<file path="config.mk">
export PLATFORM = sky130hd
export DESIGN_NAME = clock_mode_pll_select
export DESIGN_NICKNAME = d
export VERILOG_FILES = /design/src/design/clk_mode_pkg.sv /design/src/design/mode_cfg_if.sv /design/src/design/clock_mode_pll_select.sv /design/src/design/mode_decoder.sv
export SDC_FILE = /design/constraint.sdc
export NUM_CORES = 1
export LEC_CHECK = 0
export ABC_AREA = 1
export BUFFER_PORTS_ARGS = -buffer_cell sky130_fd_sc_hd__buf_2
export CELL_PAD_IN_SITES_DETAIL_PLACEMENT = 1
export CELL_PAD_IN_SITES_GLOBAL_PLACEMENT = 2
export CORE_UTILIZATION = 23
export CTS_BUF_LIST = sky130_fd_sc_hd__clkbuf_16
export DETAILED_ROUTE_END_ITERATION = 10
export PLACE_DENSITY = 0.75
export SYNTH_ARGS = -nofsm -noshare
export SYNTH_HDL_FRONTEND = slang
export SYNTH_SLANG_ARGS = --single-unit
</file>
<file path="constraint.sdc">
create_clock -name core_clk -period 0.94 [get_ports core_clk]
set_input_delay 0.094 -clock core_clk [delete_from_list [all_inputs] [get_ports core_clk]]
set_output_delay 0.094 -clock core_clk [all_outputs]
set_load 0.02 [all_outputs]
</file>
<file path="src/design/clk_mode_pkg.sv">
// Constants and types shared by the clock mode controller files.
package clk_mode_pkg;

    localparam int MODE_W = 3;
    localparam int ADDR_W = 8;
    localparam int DATA_W = 8;
    localparam int FR_W = 4;

    // Pin code of each clock mode; 3'h7 is not a supported setting.
    typedef enum logic [2:0] {
        MODE0 = 3'h0,
        MODE1 = 3'h1,
        MODE2 = 3'h2,
        MODE3 = 3'h3,
        MODE4 = 3'h4,
        MODE5 = 3'h5,
        MODE6 = 3'h6,
        MODE_BAD = 3'h7
    } clock_mode_t;

    // Phase relation of the clock pin to the internal system clock.
    typedef enum logic [1:0] {
        PH_NONE = 2'h0,
        PH_ALIGN = 2'h1,
        PH_LEAD = 2'h2,
        PH_LAG = 2'h3
    } phase_t;

    // Source of the internal clock.
    typedef enum logic [1:0] {
        SRC_CRYSTAL_OUT_PIN = 2'h0,
        SRC_XIN_CLK = 2'h1,
        SRC_CLKIO = 2'h2,
        SRC_OFF = 2'h3
    } clk_src_t;

    // Multiplication factor of the multiplying loop.
    typedef enum logic [1:0] {
        MULT_X1 = 2'h0,
        MULT_X2 = 2'h1,
        MULT_X4 = 2'h2
    } mult_t;

    // Frequency modification register location and fields.
    localparam logic [ADDR_W-1:0] FMR_ADDR = 8'h90;
    localparam int FMR_MULT_STOP_BIT = 7;
    localparam int FMR_PHASE_STOP_BIT = 6;
    localparam int FMR_PIN_HIZ_BIT = 5;
    localparam int FMR_RSVD_BIT = 4;
    localparam int FMR_FR_LSB = 0;
    localparam int FR_MULT_LSB = 2;
    localparam logic [1:0] FR_MULT_ONE = 2'h0;
    localparam logic [1:0] FR_MULT_TWO = 2'h1;

    // Power-on value of the register for each mode.
    localparam logic [DATA_W-1:0] FMR_INIT_M01 = 8'h00;
    localparam logic [DATA_W-1:0] FMR_INIT_M2 = 8'h40;
    localparam logic [DATA_W-1:0] FMR_INIT_M3 = 8'h60;
    localparam logic [DATA_W-1:0] FMR_INIT_M45 = 8'ha6;
    localparam logic [DATA_W-1:0] FMR_INIT_M6 = 8'he0;
    localparam logic [DATA_W-1:0] DATA_ZERO = 8'h00;

    function automatic logic [DATA_W-1:0] fmr_init(input logic [2:0] m);
        logic [DATA_W-1:0] v;
        v = FMR_INIT_M6;
        case (m)
            MODE0, MODE1: v = FMR_INIT_M01;
            MODE2: v = FMR_INIT_M2;
            MODE3: v = FMR_INIT_M3;
            MODE4, MODE5: v = FMR_INIT_M45;
            default: v = FMR_INIT_M6;
        endcase
        return v;
    endfunction

endpackage

</file>
<file path="src/design/mode_cfg_if.sv">
// Decoded clock mode attributes passed between controller and decoder.
`timescale 1ns/100ps
interface mode_cfg_if;
    import clk_mode_pkg::*;
    clock_mode_t mode;
    logic crystal_out_pin_sel;
    logic mult_avail;
    logic phase_avail;
    logic pin_is_input;
    logic pin_can_drive;
    phase_t shift;
    clk_src_t src;

    modport decoder (
        input mode, crystal_out_pin_sel,
        output mult_avail, phase_avail, pin_is_input, pin_can_drive,
        output shift, src
    );
    modport ctrl (
        output mode, crystal_out_pin_sel,
        input mult_avail, phase_avail, pin_is_input, pin_can_drive,
        input shift, src
    );
endinterface

</file>
<file path="src/design/clock_mode_pll_select.sv">
// Clock mode control: mode pins, loop enables, clock pin and register.
//
// Local design decisions: the register address and the strobed register port.
`timescale 1ns/100ps
module clock_mode_pll_select (
    // Clock and reset.
    input wire logic core_clk,
    input wire logic nrst,
    // Mode straps and dual purpose pin.
    input wire logic mode_select_bit2,
    input wire logic mode_select_bit1,
    input wire logic mode_select_bit0,
    input wire logic pause_request_or_crystal_select,
    // Two-way clock pin.
    input wire logic clock_io_pin_in,
    output logic clock_io_pin_out,
    output logic clock_io_pin_oe_n,
    // Register port.
    input wire logic [clk_mode_pkg::ADDR_W-1:0] reg_addr,
    input wire logic [clk_mode_pkg::DATA_W-1:0] reg_wdata,
    input wire logic reg_wr,
    input wire logic reg_rd,
    output logic [clk_mode_pkg::DATA_W-1:0] reg_rdata,
    // Clock generator status and controls.
    output clk_mode_pkg::clock_mode_t clock_mode,
    output logic crystal_osc_en,
    output clk_mode_pkg::clk_src_t clock_source,
    output logic mult_pll_run,
    output logic phase_pll_run,
    output clk_mode_pkg::mult_t mult_factor,
    output clk_mode_pkg::phase_t phase_shift,
    output logic internal_clk,
    // Clock pause.
    output logic pause_request,
    output logic pause_acknowledge
);
    import clk_mode_pkg::*;

    ////////////////////////////////////////////////////////////////////////
    clock_mode_t clock_mode_ff;
    logic crystal_out_pin_sel_ff;
    logic [DATA_W-1:0] fmr_ff;
    logic [DATA_W-1:0] nxt_fmr;
    logic [DATA_W-1:0] fmr_view;
    logic [DATA_W-1:0] reg_rdata_ff;
    logic crystal_osc_en_ff;
    clk_src_t clock_source_ff;
    logic mult_run_ff;
    logic phase_run_ff;
    mult_t mult_factor_ff;
    mult_t nxt_mult;
    phase_t phase_shift_ff;
    logic pin_out_ff;
    logic pin_oe_n_ff;
    logic int_clk_ff;
    logic pause_req_ff;
    logic pause_ack_ff;
    logic fmr_hit;
    logic [2:0] mode_pins;
    mode_cfg_if cfg ();

    assign mode_pins = {mode_select_bit2, mode_select_bit1, mode_select_bit0};
    assign cfg.mode = clock_mode_ff;
    assign cfg.crystal_out_pin_sel = crystal_out_pin_sel_ff;
    assign fmr_hit = (reg_addr == FMR_ADDR);

    mode_decoder u_decoder (
        .cfg (cfg)
    );

    ////////////////////////////////////////////////////////////////////////
    // Straps are caught while reset is held and kept afterwards.
    always_ff @(posedge core_clk) begin
        if (!nrst) begin
            clock_mode_ff <= clock_mode_t'(mode_pins);
            crystal_out_pin_sel_ff <= pause_request_or_crystal_select;
        end
    end

    ////////////////////////////////////////////////////////////////////////
    // Frequency modification register; unusable stop and float bits read as one, reserved bit 4 as zero.
    always_comb begin
        nxt_fmr = fmr_ff;
        nxt_fmr[FMR_FR_LSB +: FR_W] = reg_wdata[FMR_FR_LSB +: FR_W];
        nxt_fmr[FMR_RSVD_BIT] = 1'b0;
        if (cfg.mult_avail) begin
            nxt_fmr[FMR_MULT_STOP_BIT] = reg_wdata[FMR_MULT_STOP_BIT];
        end
        if (cfg.phase_avail) begin
            nxt_fmr[FMR_PHASE_STOP_BIT] =
                reg_wdata[FMR_PHASE_STOP_BIT];
        end
        if (cfg.pin_can_drive) begin
            nxt_fmr[FMR_PIN_HIZ_BIT] = reg_wdata[FMR_PIN_HIZ_BIT];
        end
    end

    always_ff @(posedge core_clk) begin
        if (!nrst) begin
            fmr_ff <= fmr_init(mode_pins);
        end else if (reg_wr && fmr_hit) begin
            fmr_ff <= nxt_fmr;
        end
    end

    always_comb begin
        fmr_view = fmr_ff;
        fmr_view[FMR_MULT_STOP_BIT] = fmr_ff[FMR_MULT_STOP_BIT] |
                                      !cfg.mult_avail;
        fmr_view[FMR_PHASE_STOP_BIT] = fmr_ff[FMR_PHASE_STOP_BIT] |
                                       !cfg.phase_avail;
        fmr_view[FMR_PIN_HIZ_BIT] = fmr_ff[FMR_PIN_HIZ_BIT] |
                                    !cfg.pin_can_drive;
        fmr_view[FMR_RSVD_BIT] = 1'b0;
    end

    // Read data stand only in the cycle after the read strobe.
    always_ff @(posedge core_clk) begin
        if (!nrst) begin
            reg_rdata_ff <= DATA_ZERO;
        end else if (reg_rd && fmr_hit) begin
            reg_rdata_ff <= fmr_view;
        end else begin
            reg_rdata_ff <= DATA_ZERO;
        end
    end

    ////////////////////////////////////////////////////////////////////////
    // Loop enables, multiplication factor and phase relation.
    always_comb begin
        nxt_mult = MULT_X1;
        if (!fmr_view[FMR_MULT_STOP_BIT]) begin
            if (!fmr_view[FMR_PHASE_STOP_BIT]) begin
                nxt_mult = MULT_X4;
            end else if (fmr_ff[FR_MULT_LSB +: 2] == FR_MULT_ONE) begin
                nxt_mult = MULT_X1;
            end else if (fmr_ff[FR_MULT_LSB +: 2] == FR_MULT_TWO) begin
                nxt_mult = MULT_X2;
            end else begin
                nxt_mult = MULT_X4;
            end
        end
    end

    always_ff @(posedge core_clk) begin
        if (!nrst) begin
            mult_run_ff <= 1'b0;
            phase_run_ff <= 1'b0;
            mult_factor_ff <= MULT_X1;
            phase_shift_ff <= PH_NONE;
        end else begin
            mult_run_ff <= !fmr_view[FMR_MULT_STOP_BIT];
            phase_run_ff <= !fmr_view[FMR_PHASE_STOP_BIT];
            mult_factor_ff <= nxt_mult;
            if (fmr_view[FMR_PHASE_STOP_BIT]) begin
                phase_shift_ff <= PH_NONE;
            end else begin
                phase_shift_ff <= cfg.shift;
            end
        end
    end

    ////////////////////////////////////////////////////////////////////////
    // Clock source, crystal and clock pin.
    always_ff @(posedge core_clk) begin
        if (!nrst) begin
            crystal_osc_en_ff <= 1'b0;
            clock_source_ff <= SRC_OFF;
            pin_oe_n_ff <= 1'b1;
            pin_out_ff <= 1'b0;
        end else begin
            crystal_osc_en_ff <= !cfg.pin_is_input && crystal_out_pin_sel_ff &&
                                 (cfg.src == SRC_CRYSTAL_OUT_PIN);
            clock_source_ff <= cfg.src;
            pin_oe_n_ff <= !(cfg.pin_can_drive &&
                             !fmr_view[FMR_PIN_HIZ_BIT]);
            if (cfg.pin_can_drive && !fmr_view[FMR_PIN_HIZ_BIT]) begin
                pin_out_ff <= !pin_out_ff;
            end else begin
                pin_out_ff <= 1'b0;
            end
        end
    end

    // Internal clock follows the received clock in pin-clock modes.
    always_ff @(posedge core_clk) begin
        if (!nrst) begin
            int_clk_ff <= 1'b0;
        end else if (cfg.src == SRC_CLKIO) begin
            int_clk_ff <= clock_io_pin_in;
        end else begin
            int_clk_ff <= !int_clk_ff;
        end
    end

    ////////////////////////////////////////////////////////////////////////
    // Pause request passes through in pin-clock modes and is acknowledged.
    always_ff @(posedge core_clk) begin
        if (!nrst) begin
            pause_req_ff <= 1'b0;
            pause_ack_ff <= 1'b0;
        end else begin
            pause_req_ff <= cfg.pin_is_input &&
                            pause_request_or_crystal_select;
            pause_ack_ff <= pause_req_ff && cfg.pin_is_input;
        end
    end

    assign clock_mode = clock_mode_ff;
    assign reg_rdata = reg_rdata_ff;
    assign crystal_osc_en = crystal_osc_en_ff;
    assign clock_source = clock_source_ff;
    assign mult_pll_run = mult_run_ff;
    assign phase_pll_run = phase_run_ff;
    assign mult_factor = mult_factor_ff;
    assign phase_shift = phase_shift_ff;
    assign clock_io_pin_out = pin_out_ff;
    assign clock_io_pin_oe_n = pin_oe_n_ff;
    assign internal_clk = int_clk_ff;
    assign pause_request = pause_req_ff;
    assign pause_acknowledge = pause_ack_ff;
endmodule // clock_mode_pll_select

</file>
<file path="src/design/mode_decoder.sv">
// Combinational decode of the held clock mode into its attributes.
`timescale 1ns/100ps
module mode_decoder (
    mode_cfg_if.decoder cfg
);
    import clk_mode_pkg::*;

    always_comb begin
        cfg.mult_avail = 1'b0;
        cfg.phase_avail = 1'b0;
        cfg.pin_is_input = 1'b0;
        cfg.pin_can_drive = 1'b0;
        cfg.shift = PH_NONE;
        cfg.src = cfg.crystal_out_pin_sel ? SRC_CRYSTAL_OUT_PIN : SRC_XIN_CLK;
        case (cfg.mode)
            MODE0: begin
                cfg.mult_avail = 1'b1;
                cfg.phase_avail = 1'b1;
                cfg.pin_can_drive = 1'b1;
                cfg.shift = PH_ALIGN;
            end
            MODE1: begin
                cfg.mult_avail = 1'b1;
                cfg.phase_avail = 1'b1;
                cfg.pin_can_drive = 1'b1;
                cfg.shift = PH_LEAD;
            end
            MODE2: begin
                cfg.mult_avail = 1'b1;
                cfg.pin_can_drive = 1'b1;
            end
            MODE3: begin
                cfg.mult_avail = 1'b1;
            end
            MODE4: begin
                cfg.phase_avail = 1'b1;
                cfg.pin_is_input = 1'b1;
                cfg.shift = PH_ALIGN;
                cfg.src = SRC_CLKIO;
            end
            MODE5: begin
                cfg.phase_avail = 1'b1;
                cfg.pin_is_input = 1'b1;
                cfg.shift = PH_LAG;
                cfg.src = SRC_CLKIO;
            end
            MODE6: begin
                cfg.pin_is_input = 1'b1;
                cfg.src = SRC_CLKIO;
            end
            default: begin
                cfg.src = SRC_OFF;
            end
        endcase
    end

endmodule // mode_decoder

</file>
Word level (Yosys, flattened, before mapping) --
Cells that the tools add are included.
Word-level totals: flip-flop bits (word level) 33, input port bits 25
Cells by class: equal/unequal tests 18, mux-type cells 17, bitwise gates (word level) 5, reductions and logical operators 36
Operator list (count):
- 8-bit one-hot mux with 4 select lines | 1
- 8-bit two-way mux | 2
- 3-bit == test (second input constant) | 5
- 3-bit by 2-bit == test with 1-bit output (second input constant) | 4
- 4-bit OR reduction | 3
- 1-bit logical NOT | 10
- 2-bit AND reduction | 5
- 2-bit OR reduction | 5
- 1-bit two-way mux | 9
- 8-bit == test (second input constant) | 1
- 2-bit by 1-bit != test with 1-bit output (second input constant) | 4
- 1-bit logical AND | 7
- 3-bit by 1-bit == test with 1-bit output (second input constant) | 2
- 3-bit logical NOT | 2
- 2-bit two-way mux | 3
- 2-bit one-hot mux with 3 select lines | 1
- 3-bit OR reduction | 2
- 2-bit logical NOT | 2
- 2-bit one-hot mux with 2 select lines | 1
- 1-bit bitwise OR | 3
- 2-bit by 1-bit == test with 1-bit output (second input constant) | 1
- 2-bit == test (second input constant) | 1
- 1-bit inverter | 2

Logic depth before layout (Yosys ltp) --
Gate-level depths: netlist (run 1).
depth in word-level cells 8, depth in mapped cells 6, mapped depth without buffers 6

Hierarchy --
Synthesis (run 1) repeated with hierarchy kept, for this count alone.
Unflattened totals: cell total of the unflattened synthesis 136, area, all modules 1217.4 sq um
Modules (own cells, without submodules):
- clock_mode_pll_select | times used 1, cells an instance 124, area each 1163.6 sq um, sequential area each 750.7 sq um
- mode_decoder | times used 1, cells an instance 12, area each 53.8 sq um, sequential area each 0.0 sq um

Worst setup path before layout (run 1) --
OpenSTA, ideal clock, no wires.
path type flip-flop to flip-flop, from register clock_mode_ff[1] (netlist: clock_mode[1]), to register fmr_ff[5] (enable), setup time 0.304 ns, data arrival time 0.821 ns, required time 0.636 ns, setup slack -0.185 ns, cell stages (with the launch flop) 4, clock period less this slack 1.125 ns, path through edfxtp_1 -> nand2_4 -> nand2_2 -> o21bai_1
On the way: longest elaborated chain between the ends 5, elaborated cells on any way between the ends 7
Ends and longest elaborated chain:
- from (decl) | RTL line clock_mode_pll_select.sv:40 | clock_mode_t clock_mode_ff;
- from (signal assigned) | RTL line clock_mode_pll_select.sv:75 | clock_mode_ff <= clock_mode_t'(mode_pins);
- 3-bit by 1-bit == test with 1-bit output, or another cell as far along | RTL line mode_decoder.sv:15 | case (cfg.mode)
- 3-bit OR reduction (no source line) *
- 1-bit two-way mux * | RTL line mode_decoder.sv:15
- 2-bit by 1-bit != test with 1-bit output (no source line) *
- 2-bit AND reduction (no source line) *
- to (signal assigned) | RTL line clock_mode_pll_select.sv:100 | fmr_ff <= fmr_init(mode_pins);
- to (signal assigned) | RTL line clock_mode_pll_select.sv:102 | fmr_ff <= nxt_fmr;
- to (decl) | RTL line clock_mode_pll_select.sv:42 | logic [DATA_W-1:0] fmr_ff;
Every way passes the cells marked *; elsewhere a longest branch is shown, timed or not. A chain may end at the register's enable or synchronous reset.

Worst setup path in the final report (run 1) --
from register clock_mode_ff[1] (netlist: clock_mode[1]), to output port clock_mode[1]
RTL lines:
- to (decl) | RTL line clock_mode_pll_select.sv:25 | output clk_mode_pkg::clock_mode_t clock_mode,
No word-level cell between the ends.

==> results of run 1 <==
-- power by group through the flow --
stage,registers [mW],clock network [mW],logic [mW]
after floorplan,1.63,0,0.126
after global placement,1.57,0,0.342
after detailed placement,1.57,0,0.351
after CTS,1.55,1.82,0.394
after global routing,1.56,1.87,0.494
final,1.55,1.78,0.452
-- worst max path at each step --
stage                  start               end  slack [ns]  cells after the start
3_5_place_dp     reg_addr[3]         fmr_ff[5]       -0.16                      6
5_1_grt        clock_mode[2]  clock_io_pin_out       -0.23                      6
2_1_floorplan  clock_mode[2]  clock_io_pin_out       -0.17                      6
6_report       clock_mode[1]     clock_mode[1]       -0.17                      2
4_1_cts        clock_mode[2]     clock_mode[2]       -0.17                      2
3_3_place_gp     reg_addr[6]         fmr_ff[0]       -0.13                      6
-- through the flow --
step | cell area (sq um) | hold WS (ns)
6_report | 1850 | 0.0107
5_1_grt | 1850 | 0.00118
4_1_cts | 1750 | 0.00532
3_5_place_dp | 1520 | 0.292
3_3_place_gp | 1520 | 0.296
2_1_floorplan | 1140 | 0.193
-- cells in the final DEF (no fill, tap or decap), types with 2 or more instances in the layout --
| cell | count |
|---|---|
| nand3_1 | 3 |
| inv_1 | 16 |
| buf_4 | 5 |
| nand2_1 | 18 |
| buf_2 | 44 |
| nand2_2 | 3 |
| buf_12 | 2 |
| nor2_2 | 6 |
| buf_6 | 9 |
| nor2_4 | 3 |
| clkbuf_16 | 5 |
| nor2_1 | 12 |
| dfxtp_1 | 21 |
| clkinv_1 | 2 |
| a21oi_1 | 2 |
| o21bai_1 | 2 |
| inv_2 | 6 |
| nand2_4 | 3 |
| edfxtp_1 | 11 |
-- flip-flops by register name, summed over array words and instances (netlist names) --
register and flops:
pause_request 1, mult_pll_run 1, clock_io_pin_oe_n 1, crystal_osc_en 1, mult_factor 2, cfg.crystal_out_pin_sel 1, fmr_ff 7, pause_acknowledge 1
internal_clk 1, phase_shift 2, reg_rdata 7, clock_io_pin_out 1, phase_pll_run 1, clock_source 2, clock_mode 3
-- logic make-up (layout without fill, tap and decap cells) --
group                  count (synthesis)  in the layout  share of synthesized area [%]
AOI/OAI and AO/OA                      8              8                           4.17
buffers and inverters                 26             91                           10.1
DFF                                   32             32                           65.9
other                                  1              1                          0.329
and+or+nand+nor                       51             51                           19.5
-- cells in the mapped netlist --
cell      number
dfxtp_1       21
nand2_1       21
nor2_1        20
inv_1         18
edfxtp_1      11
inv_2          5
a21oi_1        3
nand3_1        3
o21bai_1       3
buf_4          2
nand2_2        2
o21ai_0        2
clkbuf_8       1
conb_1         1
nand2_4        1
nand4_2        1
nor2_2         1
nor3_1         1
or2_1          1
-- repair_timing --
action                                  CTS  global route
endpoints found under the setup margin   18            21
hold buffers                              0             0
resized for setup                        16            21
endpoints found under the hold margin     0             0
pin swaps                                 4             8
setup buffers                             2             1
-- worst max-delay path: cells and delay by family (launching register included) --
family	cells	cell delay, ns
buffers and inverters	2	0.30
DFF	1	0.44
-- routing by layer --
layer | vias up | wire, um | global-route usage [%]
li1 | 485 | - | -
met3 | 5 | 204 | 5.56
met5 | - | 0 | 0
met4 | 0 | 41 | 5.23
met1 | 436 | 1070 | 12.3
met2 | 30 | 1510 | 21.4
-- cell type report --
class	instances	area [sq um]	share of cell area, %
Tap cell	67	83.8	4.54
Sequential cell	32	751	40.7
Clock inverter	3	37.5	2.03
Clock buffer	5	125	6.78
Inverter	23	88.8	4.81
Multi-Input combinational cell	60	360	19.5
Timing Repair Buffer	60	399	21.6
==> impl_metrics.yaml, run 1 <==
outcome:
  status: "finished with violations"
  violations: "negative setup slack"
placed_design:
  pre_cts_ws_ns: -0.159
  dp.final_hpwl_um: 2150
  port_buffers: 47
  placedCellCount: 239
  routabilityCongestion: 0.734
setup_path:
  path_max_fanout: 4
  cp_slowest_stage_delay_ns: 0.44
  cp.required_ns: 0.85
  r2r_cells: 6
  startpoint_type: "flip-flop"
  rr_endpoint: "clock_io_pin_out"
  rrSetupSlack_ns: -0.17
  r2r_start: "clock_mode[2]"
  cpMostUsedCell: "buf_6"
  critPathKind: "flip-flop to primary output"
  path_cells: "buf_6, buf_6"
  end_kind: "primary output"
  critical_path_arrival_ns: 1.02
  critPathSlowestCell: "edfxtp_1"
timing:
  period_share_pct: 118
  finalSetupViolCount: 19
  finalHoldViolCount: 0
  rsz0062_at_grt: "yes"
  clock_skew_ns: 0.00314
  tns_ns: -1.90
  layout_setup_ws_ns: -0.170
  period_needed_ns: 1.11
  max_freq_mhz: 901
  finalMaxSlewViolations: 0
route:
  drt_iter0_drc: 10
  wl_per_cell_um: 11.3
  via_per_inst: 3.82
  wl_um: 2820
  route.detailed.drc: 0
  vias: 956
  drtAntennaViolNets: 0
  drtPass1Iterations: 3
floorplanning:
  initial_core_util_pct: 24.0
  die_h_um: 72.4
  num_rows: 25
  core_sq_mm: 0.00475
  die_width_um: 72.4
  dieArea_sq_mm: 0.00524
  ioPinCount: 50
finish:
  fin_cells: 250
  fillers: 571
  fin_nets: 207
  syn2layout_area_growth_pct: 61.9
  n_antenna_cell: 0
  final_util_pct: 38.8
  drive_above_1_share_pct: 51.4
grt:
  grtUsageTotal_pct: 12.1
  grt_start_max_net_pins: 13
  antenna_found_initial: 0
  gr-total-overflow: 0
  grt_pass1_vias: 1018
  grt_pass1_wl_um: 4610
yosys:
  syn_area_sq_mm: 0.00114
  syn_inst: 118
  ys_ff_latch: 32
  synth_top_cell_area_share_pct: 36.9
  avgSynthCellArea_sq_um: 9.66
  synth_fp_nets: 143
  seq_area_frac_synth_pct: 65.9
  yosys-top-cells-area: "dfxtp_1 37%, edfxtp_1 29%, nand2_1 6.9%, nor2_1 6.6%, inv_1 5.9%"
  yosysTopAreaCell: "dfxtp_1"
  synth.distinct_cells: 19
  yosysWarnings: 0
pwr:
  combPwrFrac_pct: 11.9
  p_int_mw: 2.96
  p_sw_uw: 828
  fin_total_pwr_mw: 3.78
  vdd_drop_max_uv: 942
  p_leak_nw: 0.926
  swShare_pct: 21.9
  power_frac_seq_pct: 41.1
  cellPowerDensity_mw_per_mm2: 2050
  p_clk_share_pct: 47.0
worst_hold_path:
  hp-start: "mode_select_bit0"
  hold_path_class: "input port to flip-flop"
  hold_path_end: "clock_mode[0]"
  hold_path_depth: 1
clock_tree:
  clk_latency_ns: 0.27
  numClockSinks: 32
  cts.htree.levels: 2
  clock_path_buffers: 2
  cts-buffers-inserted: 5
  cts-root-buf: "clkbuf_16"
  tritoncts: "done"
  path_clk_slew_ns: 0.05
flow_run:
  drv_cap: 0
(Power assumes the default switching activity.)
==> run 2: changes to the inputs <==
--- a/config.mk
+++ b/config.mk
@@ -6,13 +6,13 @@
 export NUM_CORES = 1
 export LEC_CHECK = 0
 export ABC_AREA = 1
-export BUFFER_PORTS_ARGS = -buffer_cell sky130_fd_sc_hd__buf_2
 export CELL_PAD_IN_SITES_DETAIL_PLACEMENT = 1
 export CELL_PAD_IN_SITES_GLOBAL_PLACEMENT = 2
-export CORE_UTILIZATION = 23
+export CORE_UTILIZATION = 30
 export CTS_BUF_LIST = sky130_fd_sc_hd__clkbuf_16
 export DETAILED_ROUTE_END_ITERATION = 10
-export PLACE_DENSITY = 0.75
+export DONT_BUFFER_PORTS = 1
+export PLACE_DENSITY = 0.73
 export SYNTH_ARGS = -nofsm -noshare
 export SYNTH_HDL_FRONTEND = slang
 export SYNTH_SLANG_ARGS = --single-unit
==> run 2 against run 1 <==
Effect of this change: the flow still finishes with violations (negative setup slack); utilization increased by 2.9 points; hold slack got worse by 0.0043 ns; first-iteration DRC count increased by 20%; clock skew increased by 0.0022 ns; highest routed layer unchanged; power decreased by 11%; design area decreased by 17%; non-clock buffer count decreased by 42; via count decreased by 17%; setup slack improved by 0.0093 ns; critical endpoint is now clock_io_pin_out; largest power group is now registers; sequential power increased by 3%; sequential cell count unchanged.
==> impl_metrics.yaml, run 2 (synthesized netlist as in run 1, its figures left out) <==
outcome:
  status: "finished with violations"
  violations: "negative setup slack"
setup_path:
  crit_buf_inv: 1
  path_max_fanout: 3
  crit_start: "clock_mode[1]"
  rr_endpoint: "clock_io_pin_out"
  cp_slowest_stage_delay_ns: 0.44
  cp.required_ns: 1.15
  crit_family: "simple AND/OR/NAND/NOR gates"
  r2r_start: "clock_mode[1]"
  critPathKind: "flip-flop to flip-flop"
  r2r_cells: 6
  path_cells: "nand2_4, nand2_2, or2_1, inv_2, nand2_2, nor2_2"
  end_kind: "flip-flop"
  rrSetupSlack_ns: -0.16
  critPathSlowestCell: "edfxtp_1"
  cpMostUsedCell: "nand2_2"
  startpoint_type: "flip-flop"
  critical_path_arrival_ns: 1.32
worst_hold_path:
  hold_path_end: "fmr_ff[3]"
  hold_path_class: "input port to flip-flop"
  hp-start: "reg_wdata[3]"
  hold_path_depth: 2
timing:
  finalMaxSlewViolations: 0
  clock_skew_ns: 0.00539
  period_needed_ns: 1.10
  layout_setup_ws_ns: -0.161
  period_share_pct: 117
  max_freq_mhz: 908
  finalHoldViolCount: 0
  finalSetupViolCount: 20
  rsz0062_at_grt: "yes"
pwr:
  vdd_drop_max_uv: 1100
  cellPowerDensity_mw_per_mm2: 2200
  p_leak_nw: 0.711
  fin_total_pwr_mw: 3.37
floorplanning:
  initial_core_util_pct: 31.1
  dieArea_sq_mm: 0.00405
  die_h_um: 63.6
  ioPinCount: 50
  num_rows: 22
  core_sq_mm: 0.00366
  die_width_um: 63.6
clock_tree:
  clk_latency_ns: 0.27
  cts-root-buf: "clkbuf_16"
  clock_path_buffers: 2
  path_clk_slew_ns: 0.05
  numClockSinks: 32
  cts-buffers-inserted: 5
  tritoncts: "done"
  cts.htree.levels: 2
finish:
  fillers: 409
  final_common_cell: "dfxtp_1"
  syn2layout_area_growth_pct: 34.0
  multi_input_area_sq_um: 327
  seqCellArea_sq_um: 751
  layout_common_cells: "21 x dfxtp_1, 18 x nand2_1, 17 x nor2_1"
  fin_nets: 165
  drive_above_1_share_pct: 29.1
  n_antenna_cell: 0
  final_util_pct: 41.7
placed_design:
  port_buffers: 0
  routabilityCongestion: 0.657
  pre_cts_ws_ns: -0.146
  dp.final_hpwl_um: 1610
route:
  wl_um: 2310
  drtPass1Iterations: 2
  drt_iter0_drc: 12
  via_per_inst: 4.19
  wl_per_cell_um: 12.2
  drtAntennaViolNets: 0
  route.detailed.drc: 0
  vias: 791
grt:
  grt_start_max_net_pins: 13
  antenna_found_initial: 0
  grtUsageTotal_pct: 12.9
  gr-total-overflow: 0
  grt_pass1_vias: 820
  grt_pass1_wl_um: 3710
flow_run:
  drv_cap: 0
-- run 2: changes by cell type in the layout (fill, tap and decap cells not counted), sizes merged --
cell	before	now
buf	60	12
clkinv	2	3
dlygate4sd3	0	6
bufinv	1	0
-- run 2: per-layer routing --
layer | global-route usage, % | vias to the layer above | wire length [um]
met5 | 0 | - | 0
met4 | 7.67 | 0 | 55
met3 | 7.25 | 6 | 211
met2 | 20.6 | 30 | 1150
met1 | 13.0 | 357 | 891
li1 | - | 398 | -
-- run 2: layout make-up --
cell class | instances | share of cell area, %
clock buffers | 5 | 8.19
clock inverters | 3 | 0.901
inverters | 23 | 5.65
multi-input cells | 60 | 21.4
flip-flops and latches | 32 | 49.1
well taps | 48 | 3.93
repair buffers | 18 | 10.8
-- run 2: stage by stage --
step           setup TNS [ns]  std cells  area (sq um)  hold WS (ns)
3_3_place_gp            -1.14        172          1240         0.187
2_1_floorplan          -0.989        118          1140         0.193
4_1_cts                 -1.30        187          1480      0.000735
6_report                -1.64        189          1530       0.00644
5_1_grt                 -2.72        189          1530        0.0169
3_5_place_dp            -1.60        172          1240         0.193
-- run 2: worst max path at each step --
stage / endpoint / cells past startpoint
after detailed placement: fmr_ff[5] / 5
after global placement: fmr_ff[6] / 5
after CTS: fmr_ff[5] / 3
after floorplan: clock_io_pin_out / 6
after global routing: mult_factor[1] / 5
final: clock_io_pin_out / 6
-- run 2: what timing repair did --
action,4_1_cts,5_1_grt
endpoints found under the hold margin,15,1
setup buffers,2,2
resized for setup,12,7
endpoints found under the setup margin,16,23
hold buffers,5,1
pin swaps,4,3
-- run 2: where the power goes --
group / switching, mW / leakage, nW / internal, mW / total [mW]
combinational: 0.145 / 0.361 / 0.129 / 0.275
clock: 0.537 / 0.0710 / 0.958 / 1.49
sequential: 0.0811 / 0.279 / 1.52 / 1.60
